`src/shared/mode_map_defines.svh`:
```
// Constants for the mode selection and memory map decoder.
// Assumes inclusion by bare name from the design file and the bench.
`ifndef MODE_MAP_DEFINES_SVH
`define MODE_MAP_DEFINES_SVH
// Strap codes on {mode_pin_b, mode_pin_a}.
`define STRAP_BOOT 2'h0
`define STRAP_TEST 2'h1
`define STRAP_SINGLE 2'h2
`define STRAP_EXPANDED 2'h3
// Offsets inside a 4 KB page.
`define REG_END_OFF 12'h07f
`define RAM_SHARED_START 12'h080
`define RAM_SHARED_END 12'h47f
`define RAM_SOLO_END 12'h3ff
`define EE_START_OFF 12'hd80
// Absolute addresses.
`define BOOT_START 16'hbe40
`define BOOT_END 16'hbfff
`define LOAD_BASE 16'h0080
// Reset values of the position registers.
`define MAP_POS_RESET 8'h00
`define EE_POS_RESET 4'h0
// Sync bytes and idle timeouts in tenths of a character time.
`define SYNC_FF 8'hff
`define SYNC_F0 8'hf0
`define SYNC_FD 8'hfd
`define TOUT_FF 8'h28
`define TOUT_F0 8'h31
`define TOUT_FD 8'had
`define BAUD_FF 2'h0
`define BAUD_F0 2'h1
`define BAUD_FD 2'h2
`endif

```
`src/shared/mode_map_pkg.sv`:
```
// Types shared by the mode selection and memory map decoder.
// Assumes no defines header; the enum values are written out in this file.
package mode_map_pkg;
  typedef enum logic [3:0] {
    MODE_SINGLE = 4'h1,
    MODE_EXPANDED = 4'h2,
    MODE_BOOT = 4'h4,
    MODE_TEST = 4'h8
  } mode_t;
  typedef enum logic [3:0] {
    LD_OFF = 4'h1,
    LD_SYNC = 4'h2,
    LD_LOAD = 4'h4,
    LD_DONE = 4'h8
  } loader_t;
endpackage

```
`src/logic/mode_map_decoder.sv`:
```
// Operating mode latch, on-chip memory decode, expansion bus pins and boot download engine.
// Assumes a CPU issuing one access per cycle and a serial receiver handing over whole bytes.
`timescale 1ns/1ps
`include "mode_map_defines.svh"
// Function
// - Mode pins are caught at reset release and pick one of four modes.
// - Single chip mode gives no external bus; ports B, C, F, direction stay GPIO.
// - Expanded mode reaches 64 KB: on-chip resources plus external space.
// - Expanded mode drives high address on B, low address on F, data on C.
// - Shared direction pin shows transfer direction; externals obey it.
// - Bootstrap enables boot ROM at BE40 to BFFF and runs the loader there.
// - Normal modes keep the boot ROM out of the map.
// - Loader stores up to 1024 bytes into RAM from 0080 in order.
// - Every received download byte is echoed on the transmitter.
// - Download ends after the sync byte's idle timeout (four character times for FF) or 1024 bytes, then jumps to 0080.
// - Port D runs open-drain while the loader runs.
// - Bootstrap mode fetches interrupt vectors from RAM.
// - Sync byte value picks baud rate and timeout; F0 and FD are extra rates.
// - Register block at page 0 after reset, movable to any 4 KB page.
// - Shared page puts RAM at x080, top part through x47F; else RAM at x000.
// - Map position register holds RAM page and register page nibbles.
// - EEPROM at xD80 when enabled; its page comes from a second register.
// - Test mode forces the ROM enable off.
// - Single chip forces ROM placement high, ROM at 8000 to FFFF.
// - Expanded with placement zero puts ROM at 0000 to 7FFF.
// - Main ROM decodes only while the ROM enable reads one.
module mode_map_decoder import mode_map_pkg::*; #(
  parameter int LOAD_MAX = 1024
) (
  input wire logic sys_clk_i,
  input wire logic sys_rst_i,
  input wire logic mode_pin_a_i,
  input wire logic mode_pin_b_i,
  input wire logic rom_enable_bit_i,
  input wire logic rom_placement_bit_i,
  input wire logic eeprom_enable_i,
  input wire logic map_pos_wr_i,
  input wire logic [7:0] map_pos_i,
  input wire logic eeprom_pos_wr_i,
  input wire logic [3:0] eeprom_pos_i,
  input wire logic cpu_valid_i,
  input wire logic [15:0] cpu_addr_i,
  input wire logic cpu_rw_i,
  input wire logic [7:0] cpu_wdata_i,
  output logic [7:0] ext_rdata_o,
  output logic sel_reg_o,
  output logic sel_ram_o,
  output logic [9:0] ram_index_o,
  output logic sel_eeprom_o,
  output logic sel_boot_o,
  output logic sel_rom_o,
  output logic sel_ext_o,
  output logic [3:0] mode_o,
  output logic vector_from_ram_o,
  output logic portd_open_drain_o,
  input wire logic [7:0] gpio_b_i,
  input wire logic [7:0] gpio_b_oe_n_i,
  input wire logic [7:0] gpio_f_i,
  input wire logic [7:0] gpio_f_oe_n_i,
  input wire logic [7:0] gpio_c_i,
  input wire logic [7:0] gpio_c_oe_n_i,
  input wire logic gpio_dir_i,
  input wire logic gpio_dir_oe_n_i,
  output logic [7:0] port_b_o,
  output logic [7:0] port_b_oe_n_o,
  output logic [7:0] port_f_o,
  output logic [7:0] port_f_oe_n_o,
  input wire logic [7:0] port_c_i,
  output logic [7:0] port_c_o,
  output logic [7:0] port_c_oe_n_o,
  output logic shared_direction_pin_o,
  output logic shared_direction_pin_oe_n_o,
  input wire logic rx_valid_i,
  input wire logic [7:0] rx_data_i,
  input wire logic char_tenth_tick_i,
  output logic [1:0] baud_sel_o,
  output logic tx_valid_o,
  output logic [7:0] tx_data_o,
  output logic load_wr_o,
  output logic [15:0] load_addr_o,
  output logic [7:0] load_data_o,
  output logic jump_valid_o,
  output logic [15:0] jump_addr_o
);
  function automatic mode_t mode_from_pins(input logic b, input logic a);
    unique case ({b, a})
      `STRAP_BOOT: return MODE_BOOT;
      `STRAP_TEST: return MODE_TEST;
      `STRAP_SINGLE: return MODE_SINGLE;
      default: return MODE_EXPANDED;
    endcase
  endfunction
  function automatic logic on_page(input logic [15:0] addr, input logic [3:0] page);
    return addr[15:12] == page;
  endfunction
  mode_t mode, next_mode;
  logic captured, next_captured;
  logic [7:0] map_pos, next_map_pos;
  logic [3:0] ee_pos, next_ee_pos;
  // The strap is taken on the first edge after release, never under the reset itself.
  always_comb begin
    next_mode = captured ? mode : mode_from_pins(mode_pin_b_i, mode_pin_a_i);
    next_captured = 1'b1;
    next_map_pos = map_pos_wr_i ? map_pos_i : map_pos;
    next_ee_pos = eeprom_pos_wr_i ? eeprom_pos_i : ee_pos;
  end
  always_ff @(posedge sys_clk_i or posedge sys_rst_i) begin
    if (sys_rst_i) begin
      mode <= MODE_SINGLE;
      captured <= 1'b0;
      map_pos <= `MAP_POS_RESET;
      ee_pos <= `EE_POS_RESET;
    end else begin
      mode <= next_mode;
      captured <= next_captured;
      map_pos <= next_map_pos;
      ee_pos <= next_ee_pos;
    end
  end
  wire logic bus_mode = (mode == MODE_EXPANDED) || (mode == MODE_TEST);
  assign mode_o = mode;
  assign vector_from_ram_o = (mode == MODE_BOOT);
  logic [11:0] off;
  logic shared_page, hit_reg, hit_ram, hit_ee, hit_boot, hit_rom, rom_on, rom_high;
  always_comb begin
    off = cpu_addr_i[11:0];
    shared_page = map_pos[7:4] == map_pos[3:0];
    hit_reg = on_page(cpu_addr_i, map_pos[3:0]) && off <= `REG_END_OFF;
    hit_ram = 1'b0;
    ram_index_o = off[9:0];
    if (on_page(cpu_addr_i, map_pos[7:4])) begin
      if (shared_page) begin
        hit_ram = off >= `RAM_SHARED_START && off <= `RAM_SHARED_END;
        ram_index_o = 10'(off - `RAM_SHARED_START);
      end else begin
        hit_ram = off <= `RAM_SOLO_END;
      end
    end
    hit_ee = eeprom_enable_i && on_page(cpu_addr_i, ee_pos) && off >= `EE_START_OFF;
    hit_boot = (mode == MODE_BOOT) && cpu_addr_i >= `BOOT_START
      && cpu_addr_i <= `BOOT_END;
    rom_on = rom_enable_bit_i && (mode != MODE_TEST);
    rom_high = (mode == MODE_SINGLE) ? 1'b1 : rom_placement_bit_i;
    hit_rom = rom_on && (cpu_addr_i[15] == rom_high);
    sel_reg_o = cpu_valid_i && hit_reg;
    sel_ram_o = cpu_valid_i && !hit_reg && hit_ram;
    sel_eeprom_o = cpu_valid_i && !hit_reg && !hit_ram && hit_ee;
    sel_boot_o = cpu_valid_i && !hit_reg && !hit_ram && !hit_ee && hit_boot;
    sel_rom_o = cpu_valid_i && !hit_reg && !hit_ram && !hit_ee && !hit_boot && hit_rom;
    sel_ext_o = cpu_valid_i && bus_mode
      && !(hit_reg || hit_ram || hit_ee || hit_boot || hit_rom);
  end
  // Pin state: the expansion bus follows the access by one cycle.
  logic [7:0] next_port_b, next_port_b_oe_n, next_port_f, next_port_f_oe_n;
  logic [7:0] next_port_c, next_port_c_oe_n, next_ext_rdata;
  logic next_dir, next_dir_oe_n;
  always_comb begin
    next_port_b = gpio_b_i;
    next_port_b_oe_n = gpio_b_oe_n_i;
    next_port_f = gpio_f_i;
    next_port_f_oe_n = gpio_f_oe_n_i;
    next_port_c = gpio_c_i;
    next_port_c_oe_n = gpio_c_oe_n_i;
    next_dir = gpio_dir_i;
    next_dir_oe_n = gpio_dir_oe_n_i;
    next_ext_rdata = port_c_i;
    if (bus_mode) begin
      next_port_b = cpu_addr_i[15:8];
      next_port_b_oe_n = 8'h00;
      next_port_f = cpu_addr_i[7:0];
      next_port_f_oe_n = 8'h00;
      next_port_c = cpu_wdata_i;
      // Data lines are released on reads so the external part can drive them.
      next_port_c_oe_n = (sel_ext_o && !cpu_rw_i) ? 8'h00 : 8'hff;
      next_dir = sel_ext_o ? cpu_rw_i : 1'b1;
      next_dir_oe_n = 1'b0;
    end
  end
  always_ff @(posedge sys_clk_i or posedge sys_rst_i) begin
    if (sys_rst_i) begin
      port_b_o <= 8'h00;
      port_b_oe_n_o <= 8'hff;
      port_f_o <= 8'h00;
      port_f_oe_n_o <= 8'hff;
      port_c_o <= 8'h00;
      port_c_oe_n_o <= 8'hff;
      shared_direction_pin_o <= 1'b1;
      shared_direction_pin_oe_n_o <= 1'b1;
      ext_rdata_o <= 8'h00;
    end else begin
      port_b_o <= next_port_b;
      port_b_oe_n_o <= next_port_b_oe_n;
      port_f_o <= next_port_f;
      port_f_oe_n_o <= next_port_f_oe_n;
      port_c_o <= next_port_c;
      port_c_oe_n_o <= next_port_c_oe_n;
      shared_direction_pin_o <= next_dir;
      shared_direction_pin_oe_n_o <= next_dir_oe_n;
      ext_rdata_o <= next_ext_rdata;
    end
  end
  loader_t ld, next_ld;
  logic [10:0] count, next_count;
  logic [7:0] idle, next_idle, tout, next_tout;
  logic [1:0] next_baud;
  logic next_tx_valid, next_load_wr, next_jump;
  logic [7:0] next_tx_data;
  logic [15:0] next_load_addr;
  always_comb begin
    next_ld = ld;
    next_count = count;
    next_idle = idle;
    next_tout = tout;
    next_baud = baud_sel_o;
    next_tx_valid = 1'b0;
    next_tx_data = tx_data_o;
    next_load_wr = 1'b0;
    next_load_addr = load_addr_o;
    next_jump = 1'b0;
    unique case (ld)
      LD_OFF: next_ld = (captured && mode == MODE_BOOT) ? LD_SYNC : LD_OFF;
      LD_SYNC: begin
        if (rx_valid_i) begin
          // Unknown sync values fall back to the all-ones rate and timeout.
          unique case (rx_data_i)
            `SYNC_F0: begin
              next_baud = `BAUD_F0;
              next_tout = `TOUT_F0;
            end
            `SYNC_FD: begin
              next_baud = `BAUD_FD;
              next_tout = `TOUT_FD;
            end
            default: begin
              next_baud = `BAUD_FF;
              next_tout = `TOUT_FF;
            end
          endcase
          next_idle = 8'h00;
          next_ld = LD_LOAD;
        end
      end
      LD_LOAD: begin
        if (rx_valid_i) begin
          next_load_wr = 1'b1;
          next_load_addr = `LOAD_BASE + 16'(count);
          next_tx_valid = 1'b1;
          next_tx_data = rx_data_i;
          next_count = count + 11'h001;
          next_idle = 8'h00;
          if (count == 11'(LOAD_MAX - 1)) begin
            next_ld = LD_DONE;
            next_jump = 1'b1;
          end
        end else if (char_tenth_tick_i) begin
          next_idle = idle + 8'h01;
          if (idle + 8'h01 >= tout) begin
            next_ld = LD_DONE;
            next_jump = 1'b1;
          end
        end
      end
      LD_DONE: next_ld = LD_DONE;
      default: next_ld = LD_OFF;
    endcase
  end
  always_ff @(posedge sys_clk_i or posedge sys_rst_i) begin
    if (sys_rst_i) begin
      ld <= LD_OFF;
      count <= 11'h000;
      idle <= 8'h00;
      tout <= `TOUT_FF;
      baud_sel_o <= `BAUD_FF;
      tx_valid_o <= 1'b0;
      tx_data_o <= 8'h00;
      load_wr_o <= 1'b0;
      load_addr_o <= `LOAD_BASE;
      load_data_o <= 8'h00;
      jump_valid_o <= 1'b0;
    end else begin
      ld <= next_ld;
      count <= next_count;
      idle <= next_idle;
      tout <= next_tout;
      baud_sel_o <= next_baud;
      tx_valid_o <= next_tx_valid;
      tx_data_o <= next_tx_data;
      load_wr_o <= next_load_wr;
      load_addr_o <= next_load_addr;
      load_data_o <= next_tx_data;
      jump_valid_o <= next_jump;
    end
  end
  assign jump_addr_o = `LOAD_BASE;
  assign portd_open_drain_o = (ld == LD_SYNC) || (ld == LD_LOAD);
endmodule // mode_map_decoder

```
`config.mk`:
```
export PLATFORM = sky130hd
export DESIGN_NAME = mode_map_decoder
export DESIGN_NICKNAME = d
export VERILOG_FILES = /design/src/shared/mode_map_pkg.sv /design/src/logic/mode_map_decoder.sv
export VERILOG_INCLUDE_DIRS = /design/src /design/src/shared
export SDC_FILE = /design/constraint.sdc
export NUM_CORES = 1
export LEC_CHECK = 0
export ABC_AREA = 1
export BUFFER_PORTS_ARGS = -buffer_cell sky130_fd_sc_hd__buf_2
export CORE_MARGIN = 3
export CORE_UTILIZATION = 50
export CTS_CLUSTER_SIZE = 10
export DETAILED_ROUTE_END_ITERATION = 10
export HOLD_SLACK_MARGIN = 0.15
export PLACE_DENSITY = 0.83
export SLEW_MARGIN = 30
export SYNTH_ARGS = -nofsm -noshare
export SYNTH_HDL_FRONTEND = slang
export SYNTH_SLANG_ARGS = --single-unit
```
`constraint.sdc`:
```
create_clock -name sys_clk_i -period 9.16 [get_ports sys_clk_i]
set_input_delay 1.374 -clock sys_clk_i [delete_from_list [all_inputs] [get_ports sys_clk_i]]
set_output_delay 1.374 -clock sys_clk_i [all_outputs]
set_load 0.05 [all_outputs]
```
=== After elaboration in Yosys (flattened, before gate mapping) ===
Index checks and enable logic that the tools add are counted.

* Flip-flop bits (word level): 134
* Latch bits: 0
* RAM bits: 0
* Bits in read-only memories: 0
* Input bits: 115
* Output and inout bits: 133
* Memories: 0

* Add/subtract/negate cells: 4
* Multipliers: 0
* Divide/modulo/power cells: 0
* Order comparisons: 8
* Equality and inequality tests: 23
* Shift operators: 0
* Multiplexer cells: 36
* Bitwise logic cells: 0
* Reduce and logical (&&, ||, !) cells: 39

{| class="wikitable"
|+ Operators by type and width
! kind !! number
|-
| 8-bit two-way mux || 10
|-
| 8-bit one-hot mux with 2 select lines || 2
|-
| 1-bit logical AND || 21
|-
| 10-bit two-way mux || 2
|-
| 4-bit two-way mux || 5
|-
| 4-bit equality test || 4
|-
| 8-bit equality test, second input constant || 2
|-
| 16-bit >= comparator, second input constant || 1
|-
| 16-bit less-or-equal comparator, second input constant || 1
|-
| 4-bit one-hot mux with 4 select lines || 1
|-
| 1-bit two-way mux || 13
|-
| 8-bit by 11-bit adder with 12-bit output, first input constant || 1
|-
| 12-bit >= comparator, second input constant || 1
|-
| 12-bit by 8-bit >= comparator with 1-bit output, second input constant || 1
|-
| 12-bit by 10-bit less-or-equal comparator with 1-bit output, second input constant || 1
|-
| 12-bit by 11-bit less-or-equal comparator with 1-bit output, second input constant || 1
|-
| 12-bit by 7-bit less-or-equal comparator with 1-bit output, second input constant || 1
|-
| 4-bit one-hot mux with 3 select lines || 1
|-
| 11-bit by 1-bit adder with 11-bit output, second input constant || 1
|-
| 11-bit by 10-bit equality test with 1-bit output, second input constant || 1
|-
| 10-bit by 8-bit subtractor with 10-bit output, second input constant || 1
|-
| 3-bit != test, second input constant || 3
|-
| 8-bit by 1-bit adder with 8-bit output, second input constant || 1
|-
| 4-bit by 1-bit equality test with 1-bit output, second input constant || 2
|-
| other kinds (18) || 32
|}

=== Logic depth before layout (Yosys ltp) ===
Gate-level depths: netlist of run 1.

* Depth in word-level cells: 13
* Mapped depth: 15
* Mapped depth without buffers: 15

=== Worst setup path after synthesis of run 1 ===
Ideal clock, no wire load.

* Path kind: in2out
* From: input port cpu_addr_i[7]
* To: output port sel_rom_o
* Data arrival time: 3.191 ns
* Data required time: 7.786 ns
* Slack: 4.595 ns
* Cell stages on the path: 7
* Path through: inv_1 > nand4_1 > a21oi_1 > nor2_1 > nor2_1 > nand2_1 > nor3b_1

* Cells in the longest elaborated chain, start to end: 9
* Elaborated cells on any way between the ends: 23
* Those cells by class: 7 x order compare; 2 x mux; 14 x reduce/logical

{| class="wikitable"
|+ Ends and longest elaborated chain
! item !! line !! text
|-
| from (decl) || mode_map_decoder.sv:42 || <nowiki>input wire logic [15:0] cpu_addr_i,</nowiki>
|-
| 12-bit by 8-bit >= comparator with 1-bit output (no source line) or 12-bit by 11-bit less-or-equal comparator with 1-bit output (tied branches) || n/a ||
|-
| 1-bit logical AND (no source line) || n/a ||
|-
| 1-bit two-way mux || mode_map_decoder.sv:132 || <nowiki>if (shared_page) begin</nowiki>
|-
| 1-bit two-way mux || mode_map_decoder.sv:131 || <nowiki>if (on_page(cpu_addr_i, map_pos[7:4])) begin</nowiki>
|-
| 1-bit logical NOT || mode_map_decoder.sv:149 || <nowiki>sel_rom_o = cpu_valid_i && !hit_reg && !hit_ram && !hit_ee && !hit_boot && hit_rom;</nowiki>
|-
| 1-bit logical AND (2 in a row) || mode_map_decoder.sv:149 ||
|-
| 1-bit logical AND * (2 in a row) || mode_map_decoder.sv:149 ||
|-
| to (decl) || mode_map_decoder.sv:51 || <nowiki>output logic sel_rom_o,</nowiki>
|}

Every way passes the cells marked *; elsewhere a longest branch is shown, timed or not.

=== Worst setup path in the final report of run 1 ===
Ends and elaborated chain as after synthesis.

==> results by group, run 1 <==
Status
  – Status: finished, final reports clean

Timing
  – Max Clk Rate: 236 MHz
  – Period utilization: 46.2%
  – Slew Limit Fails: 0
  – Least-Margin Pin Slew: 786 ps
  – Slew headroom: 47.3%
  – Clk_skew: 6.51 ps
  – Endpoints failing hold: 0
  – RSZ-0062 raised after global routing: false
  – Tmin final: 4230 ps
  – Setup TNS Final: 0 ps
  – Final Setup Violations: 0
  – Final worst slack: 4930 ps

Setup path
  – CP Cell Sequence: buf_2 > inv_1 > nand4_1 > a21oi_1 > nor2_1 > nor2_1 > nand2_1 > nor3b_1 > buf_2
  – Slowest cell delay on critical path: 290 ps
  – Delay-heaviest family, CP: simple AND/OR/NAND/NOR gates
  – Setup crit start kind: input pin
  – CP arrival: 2860 ps
  – CP bufs+invs: 3
  – Slowest cell on the critical path: buf_2
  – CP endpoint kind: primary output
  – Crit-path max FO: 5
  – WP data required: 7790 ps
  – WS Path Type: input pin to primary output

CTS
  – # clock sinks: 124
  – Worst-Skew Late Latency: 400 ps
  – TritonCTS clock tree: built
  – Post-CTS Resized: 0
  – CTS Buf Count: 17
  – Setup Buffers After CTS: 0
  – CTS max path bufs: 2
  – CTS root buffer: clkbuf_16
  – H-tree levels: 4
  – Clk slew on worst S/H paths: 60 ps
  – Cts-stage hold buffer count: 0

GRT
  – Number of global-route vias before repair: 4796
  – Initial antenna violation count: 0
  – Gr ovfl total: 0
  – Largest net degree at the start of global routing: 71
  – Global-route wire length before repair: 23.0 mm
  – Tot GR Track Use: 22.5%

Placement
  – GPL Wtd Cong: 0.920
  – IO Port Bufs: 227
  – Placement Setup Slack: 4960 ps
  – Placed cell areas: 6900 µm²
  – HPWL after detailed placement: 11.3 mm

Power and ir drop
  – Power per cell area: 227 nW/µm²
  – Maximum vdd ir drop: 0.171 mV
  – Total power: 1.70 mW
  – Pleak: 4.25 nW

Min path
  – Worst Hold Class: flip-flop to flip-flop

Yosys
  – Simple-Gate Fraction of Synth Area: 22.6%
  – Post-synthesis adder-cell area fraction: 2.15%
  – Combinational family with the most area after synthesis: simple AND/OR/NAND/NOR gates
  – Seq cells post-synth: 124
  – Number of distinct library cells after synthesis: 41
  – Number of synthesized flops with an enable pin: 0
  – Mapped Area: 5820 µm²
  – Post-synthesis mux area share: 0.645%
  – Synth Flop Type: dfrtp_1
  – Sequential area share after synthesis: 54.0%
  – Library cell with the largest summed area after synthesis: dfrtp_1
  – Post-synthesis xor/xnor area fraction: 3.31%
  – Synth async-reset ratio: 100%
  – Synth warn: 0
  – Post-synth top area share: 40.4%
  – Mean post-synth cell area: 8.83 µm²
  – Largest cells by area after synthesis: dfrtp_1, dfstp_2, nand2_1
  – Compound-Gate Fraction of Synth Area: 6.04%
  – Cells after synthesis: 659

Die
  – Die Ht: 114 µm
  – Initial core utilization: 52.3%
  – Chip width: 114 µm
  – Core Area: 11100 µm²
  – Ports: 248
  – Row count: 38
  – Die ar.: 13000 µm²

Detailed routing
  – DRT Pass-1 Iters: 4
  – Initial DRC count: 363
  – Vias per cell: 4.87
  – Detail Route Antenna Nets: 0
  – Vias post-DR: 5015
  – DR WL/cell: 14.4 µm
  – Final WL: 14.8 mm
  – Residual DRC: 0

Cells and area
  – Final core utilization: 67.5%
  – Layout area overhead: 29.1%
  – Final nets: 1002
  – Share of cells above drive strength 1: 34.8%
  – Design area: 7510 µm²
  – Antenna diodes: 0

Run
  – Number of max-cap violations: 0
==> synthesized netlist by cell type, drive strengths merged, types with 6 or more instances <==
cell / number
nand2: 181
dfrtp: 94
inv: 84
nor2: 54
o21ai: 45
buf: 40
nand3: 32
dfstp: 30
xor2: 20
clkbuf: 10
ha: 10
nand4: 10
nor3: 10
nor4: 8
a21oi: 7
o22ai: 6
==> sequential cells by signal, summed over array words and instances (netlist names), 3 cells and up <==
| register | cells |
|---|---|
| port_b_o | 8 |
| port_f_oe_n_o | 8 |
| port_c_oe_n_o | 8 |
| load_data_o | 8 |
| mode_o | 4 |
| port_f_o | 8 |
| tout | 3 |
| idle | 8 |
| port_b_oe_n_o | 8 |
| ee_pos | 4 |
| ld | 4 |
| load_addr_o | 12 |
| ext_rdata_o | 8 |
| port_c_o | 8 |
| map_pos | 8 |
| count | 11 |
==> per-layer routing <==
metal	part of all wire, %	global-route usage (%)	wire length [µm]	vias to the layer above
li1	-	-	-	2453
met1	41	28.9	6110	2325
met2	49	37.1	7290	200
met3	6.2	4.56	924	37
met4	3.1	9.98	460	0
met5	0	0	0	-
==> cell usage in the layout (no fill, tap or decap), drive strengths merged <==
cell type,count
a32o,1
nor3b,1
xnor2,2
ha,10
dfstp,30
nor3,10
mux2,3
o22ai,6
inv,88
conb,21
clkbuf,19
clkinv,4
buf,230
nand4,10
o311ai,1
nor4,8
o21a,1
nand2,181
nand3,32
or2,2
a211o,1
clkinvlp,3
dfrtp,94
a21oi,7
and3,1
o21ai,45
nor2,54
o21bai,1
xor2,20
bufinv,3
nand3b,1
==> cells by family (layout without fill, tap and decap cells) <==
family,Yosys count,count (layout)
simple gates,300,300
buf+inv,135,347
flops,124,124
compound gates,63,63
xor+xnor,22,22
fa+ha+maj,10,10
mux,3,3
other cells,2,21
==> final timing paths <==
check | from | to | slack (ps) | cells past startpoint
worst max-delay path | cpu_addr_i[7] | sel_rom_o | 4930 | 9
worst min-delay path | count[7] | load_addr_o[7] | 460 | 1
worst max register to register | ld[1] | count[10] | 6920 | 6
worst min register to register | count[7] | load_addr_o[7] | 460 | 1
max in group asynchronous | sys_rst_i | map_pos[7] | 7040 | 3
min in group asynchronous | sys_rst_i | ext_rdata_o[2] | 1060 | 2
==> final cells by class <==
class / count / area [µm²]
fill: 870 / 3610
sequential: 124 / 3140
multi-input combinational: 419 / 2100
timing repair buffer: 230 / 1160
clock buffer: 19 / 453
inverter: 85 / 322
tap: 140 / 175
clock inverter: 13 / 163
==> worst register-to-register path, delay by kind of cell, from the launching register on <==
family | cells | cell delay (ps)
and+or+nand+nor | 4 | 940
DFF | 1 | 390
buffers and inverters | 1 | 710
AOI/OAI and AO/OA | 1 | 100
==> report_power, final <==
part           internal, mW  switching, mW  total, mW
clock network         0.444          0.243      0.686
logic                0.0864          0.298      0.385
registers             0.609         0.0246      0.634
==> per-stage QoR <==
stage	cells	hold WS (ps)
6_report	1030	464
5_1_grt	1030	491
4_1_cts	1030	473
3_5_place_dp	998	462
3_3_place_gp	998	453
2_1_floorplan	678	434
Note: power is estimated with default switching activity, not from simulation.
==> inputs of run 2 (changes only) <==
CORE_UTILIZATION = 48   (was 50)
PLACE_DENSITY = 0.8   (was 0.83)
clock period = 4.2 ns   (was 9.16 ns; I/O delays follow)
==> results by group, run 2 (same netlist as run 1, synthesis figures left out) <==
CTS
  – Clk slew on worst S/H paths: 60 ps
  – Post-CTS Resized: 0
  – # clock sinks: 124
  – TritonCTS clock tree: built
  – CTS root buffer: clkbuf_16
  – Setup Buffers After CTS: 0
  – Worst-Skew Late Latency: 400 ps
  – CTS Buf Count: 17
  – CTS max path bufs: 2
  – Cts-stage hold buffer count: 0
  – H-tree levels: 4

Die
  – Row count: 39
  – Die ar.: 13500 µm²
  – Die Ht: 116 µm
  – Core Area: 11600 µm²
  – Initial core utilization: 50.1%
  – Chip width: 116 µm
  – Ports: 248

Setup path
  – CP bufs+invs: 1
  – Most Frequent Cell on Critical Path: nor2_1
  – CP Cell Sequence: xor2_1 > nor2_1 > nand2_1 > a21oi_1 > nor2_1 > nor2_1 > nand2_1 > nor3b_1 > buf_2
  – CP arrival: 2190 ps
  – R2R Setup Slk: 1920 ps
  – CP endpoint kind: primary output
  – Slowest cell on the critical path: dfrtp_1
  – Setup crit start kind: flip-flop
  – WS Path Type: flip-flop to primary output
  – WP data required: 3570 ps
  – Delay-heaviest family, CP: simple AND/OR/NAND/NOR gates
  – Slowest cell delay on critical path: 420 ps
  – Crit-path max FO: 3

Placement
  – IO Port Bufs: 227
  – Placement Setup Slack: 1550 ps
  – HPWL after detailed placement: 11.5 mm
  – GPL Wtd Cong: 0.905
  – Post-Place Cells: 1002

Status
  – Status: finished, final reports clean

Cells and area
  – Register area: 3140 µm²
  – Final nets: 1003
  – Layout area overhead: 29.0%
  – Commonest non-fill, non-tap cells in the layout: buf_2, nand2_1, dfrtp_1
  – Share of cells above drive strength 1: 34.8%
  – Largest registers: load_addr_o (12), count (11)
  – Largest Register: load_addr_o
  – Non-filler cells, final: 1035
  – Multi-input combinational cell area: 2100 µm²
  – FILL cells: 1002
  – Max reg flops: 12
  – Commonest non-fill, non-tap cell in the layout: buf_2

GRT
  – Met2 Use GR: 37.6%
  – Largest net degree at the start of global routing: 82
  – Met1 global-route usage: 26.9%
  – Global-route wire length before repair: 23.2 mm
  – Met3 Use GR: 5.44%
  – Initial antenna violation count: 0
  – Tot GR Track Use: 22.0%
  – GRT Max-Usage Layer: met2
  – Gr ovfl total: 0
  – Number of global-route vias before repair: 4871

Detailed routing
  – Residual DRC: 0
  – DR WL/cell: 14.3 µm
  – Vias post-DR: 5000
  – Vias per cell: 4.83
  – Initial DRC count: 334
  – DRT Pass-1 Iters: 5
  – Final WL: 14.9 mm
  – Detail Route Antenna Nets: 0

Timing
  – Final worst slack: 1380 ps
  – Clk_skew: 6.63 ps
  – Slew Limit Fails: 0
  – Final Setup Violations: 0
  – Worst hold slack: 333 ps
  – Period utilization: 67.2%
  – RSZ-0062 raised after global routing: false
  – Slew headroom: 48.0%
  – Least-Margin Pin Slew: 775 ps
  – Max Clk Rate: 354 MHz
  – Tmin final: 2820 ps
  – Endpoints failing hold: 0
  – Setup TNS Final: 0 ps

Run
  – Number of max-cap violations: 0

Power and ir drop
  – Power per cell area: 485 nW/µm²
  – Maximum vdd ir drop: 0.244 mV
  – Pleak: 4.24 nW

Min path
  – Worst Hold Class: input pin to flip-flop
## run 2: cell count changes in the layout (fill, tap and decap cells not counted), moves of 2 or more
cell | before | now
buf_4 | 2 | 4
bufinv_16 | 3 | 1
clkbuf_8 | 2 | 6
clkinv_4 | 0 | 2
inv_6 | 4 | 2
## run 2: per-stage QoR
step	total power, mW	area (µm²)	utilization, %
finish	3.64	7500	64.6
detailed placement	2.24	6910	59.5
floorplan	2.04	5890	-
global route	3.79	7500	64.6
global placement	2.23	6910	59.5
CTS	3.67	7500	64.6
## run 2: layer usage
| metal | vias up | wire length [µm] |
|---|---|---|
| met1 | 2324 | 5950 |
| met2 | 197 | 7580 |
| met4 | 0 | 274 |
| li1 | 2459 | - |
| met5 | - | 0 |
| met3 | 20 | 1040 |
## run 2: worst paths after layout
path,start,to,cells past startpoint
worst max-delay path,map_pos[3],sel_rom_o,9
worst min-delay path,port_c_i[7],ext_rdata_o[7],1
worst max register to register,ld[0],count[10],6
worst min register to register,load_addr_o[9],load_addr_o[9],2
max in group asynchronous,sys_rst_i,ld[0],3
min in group asynchronous,sys_rst_i,ext_rdata_o[2],2
## run 2: where the power goes
part	internal, mW	switching, mW
clock network	0.910	0.511
registers	1.33	0.0533
logic	0.189	0.651
## run 2: layout make-up
type | instances | area share [%]
clock inverter | 8 | 1.08
timing repair buffer | 231 | 15.5
tap | 143 | 2.38
antenna | 1 | 0.0333
sequential | 124 | 41.8
inverter | 85 | 4.32
multi-input combinational | 419 | 28.0
clock buffer | 24 | 6.82
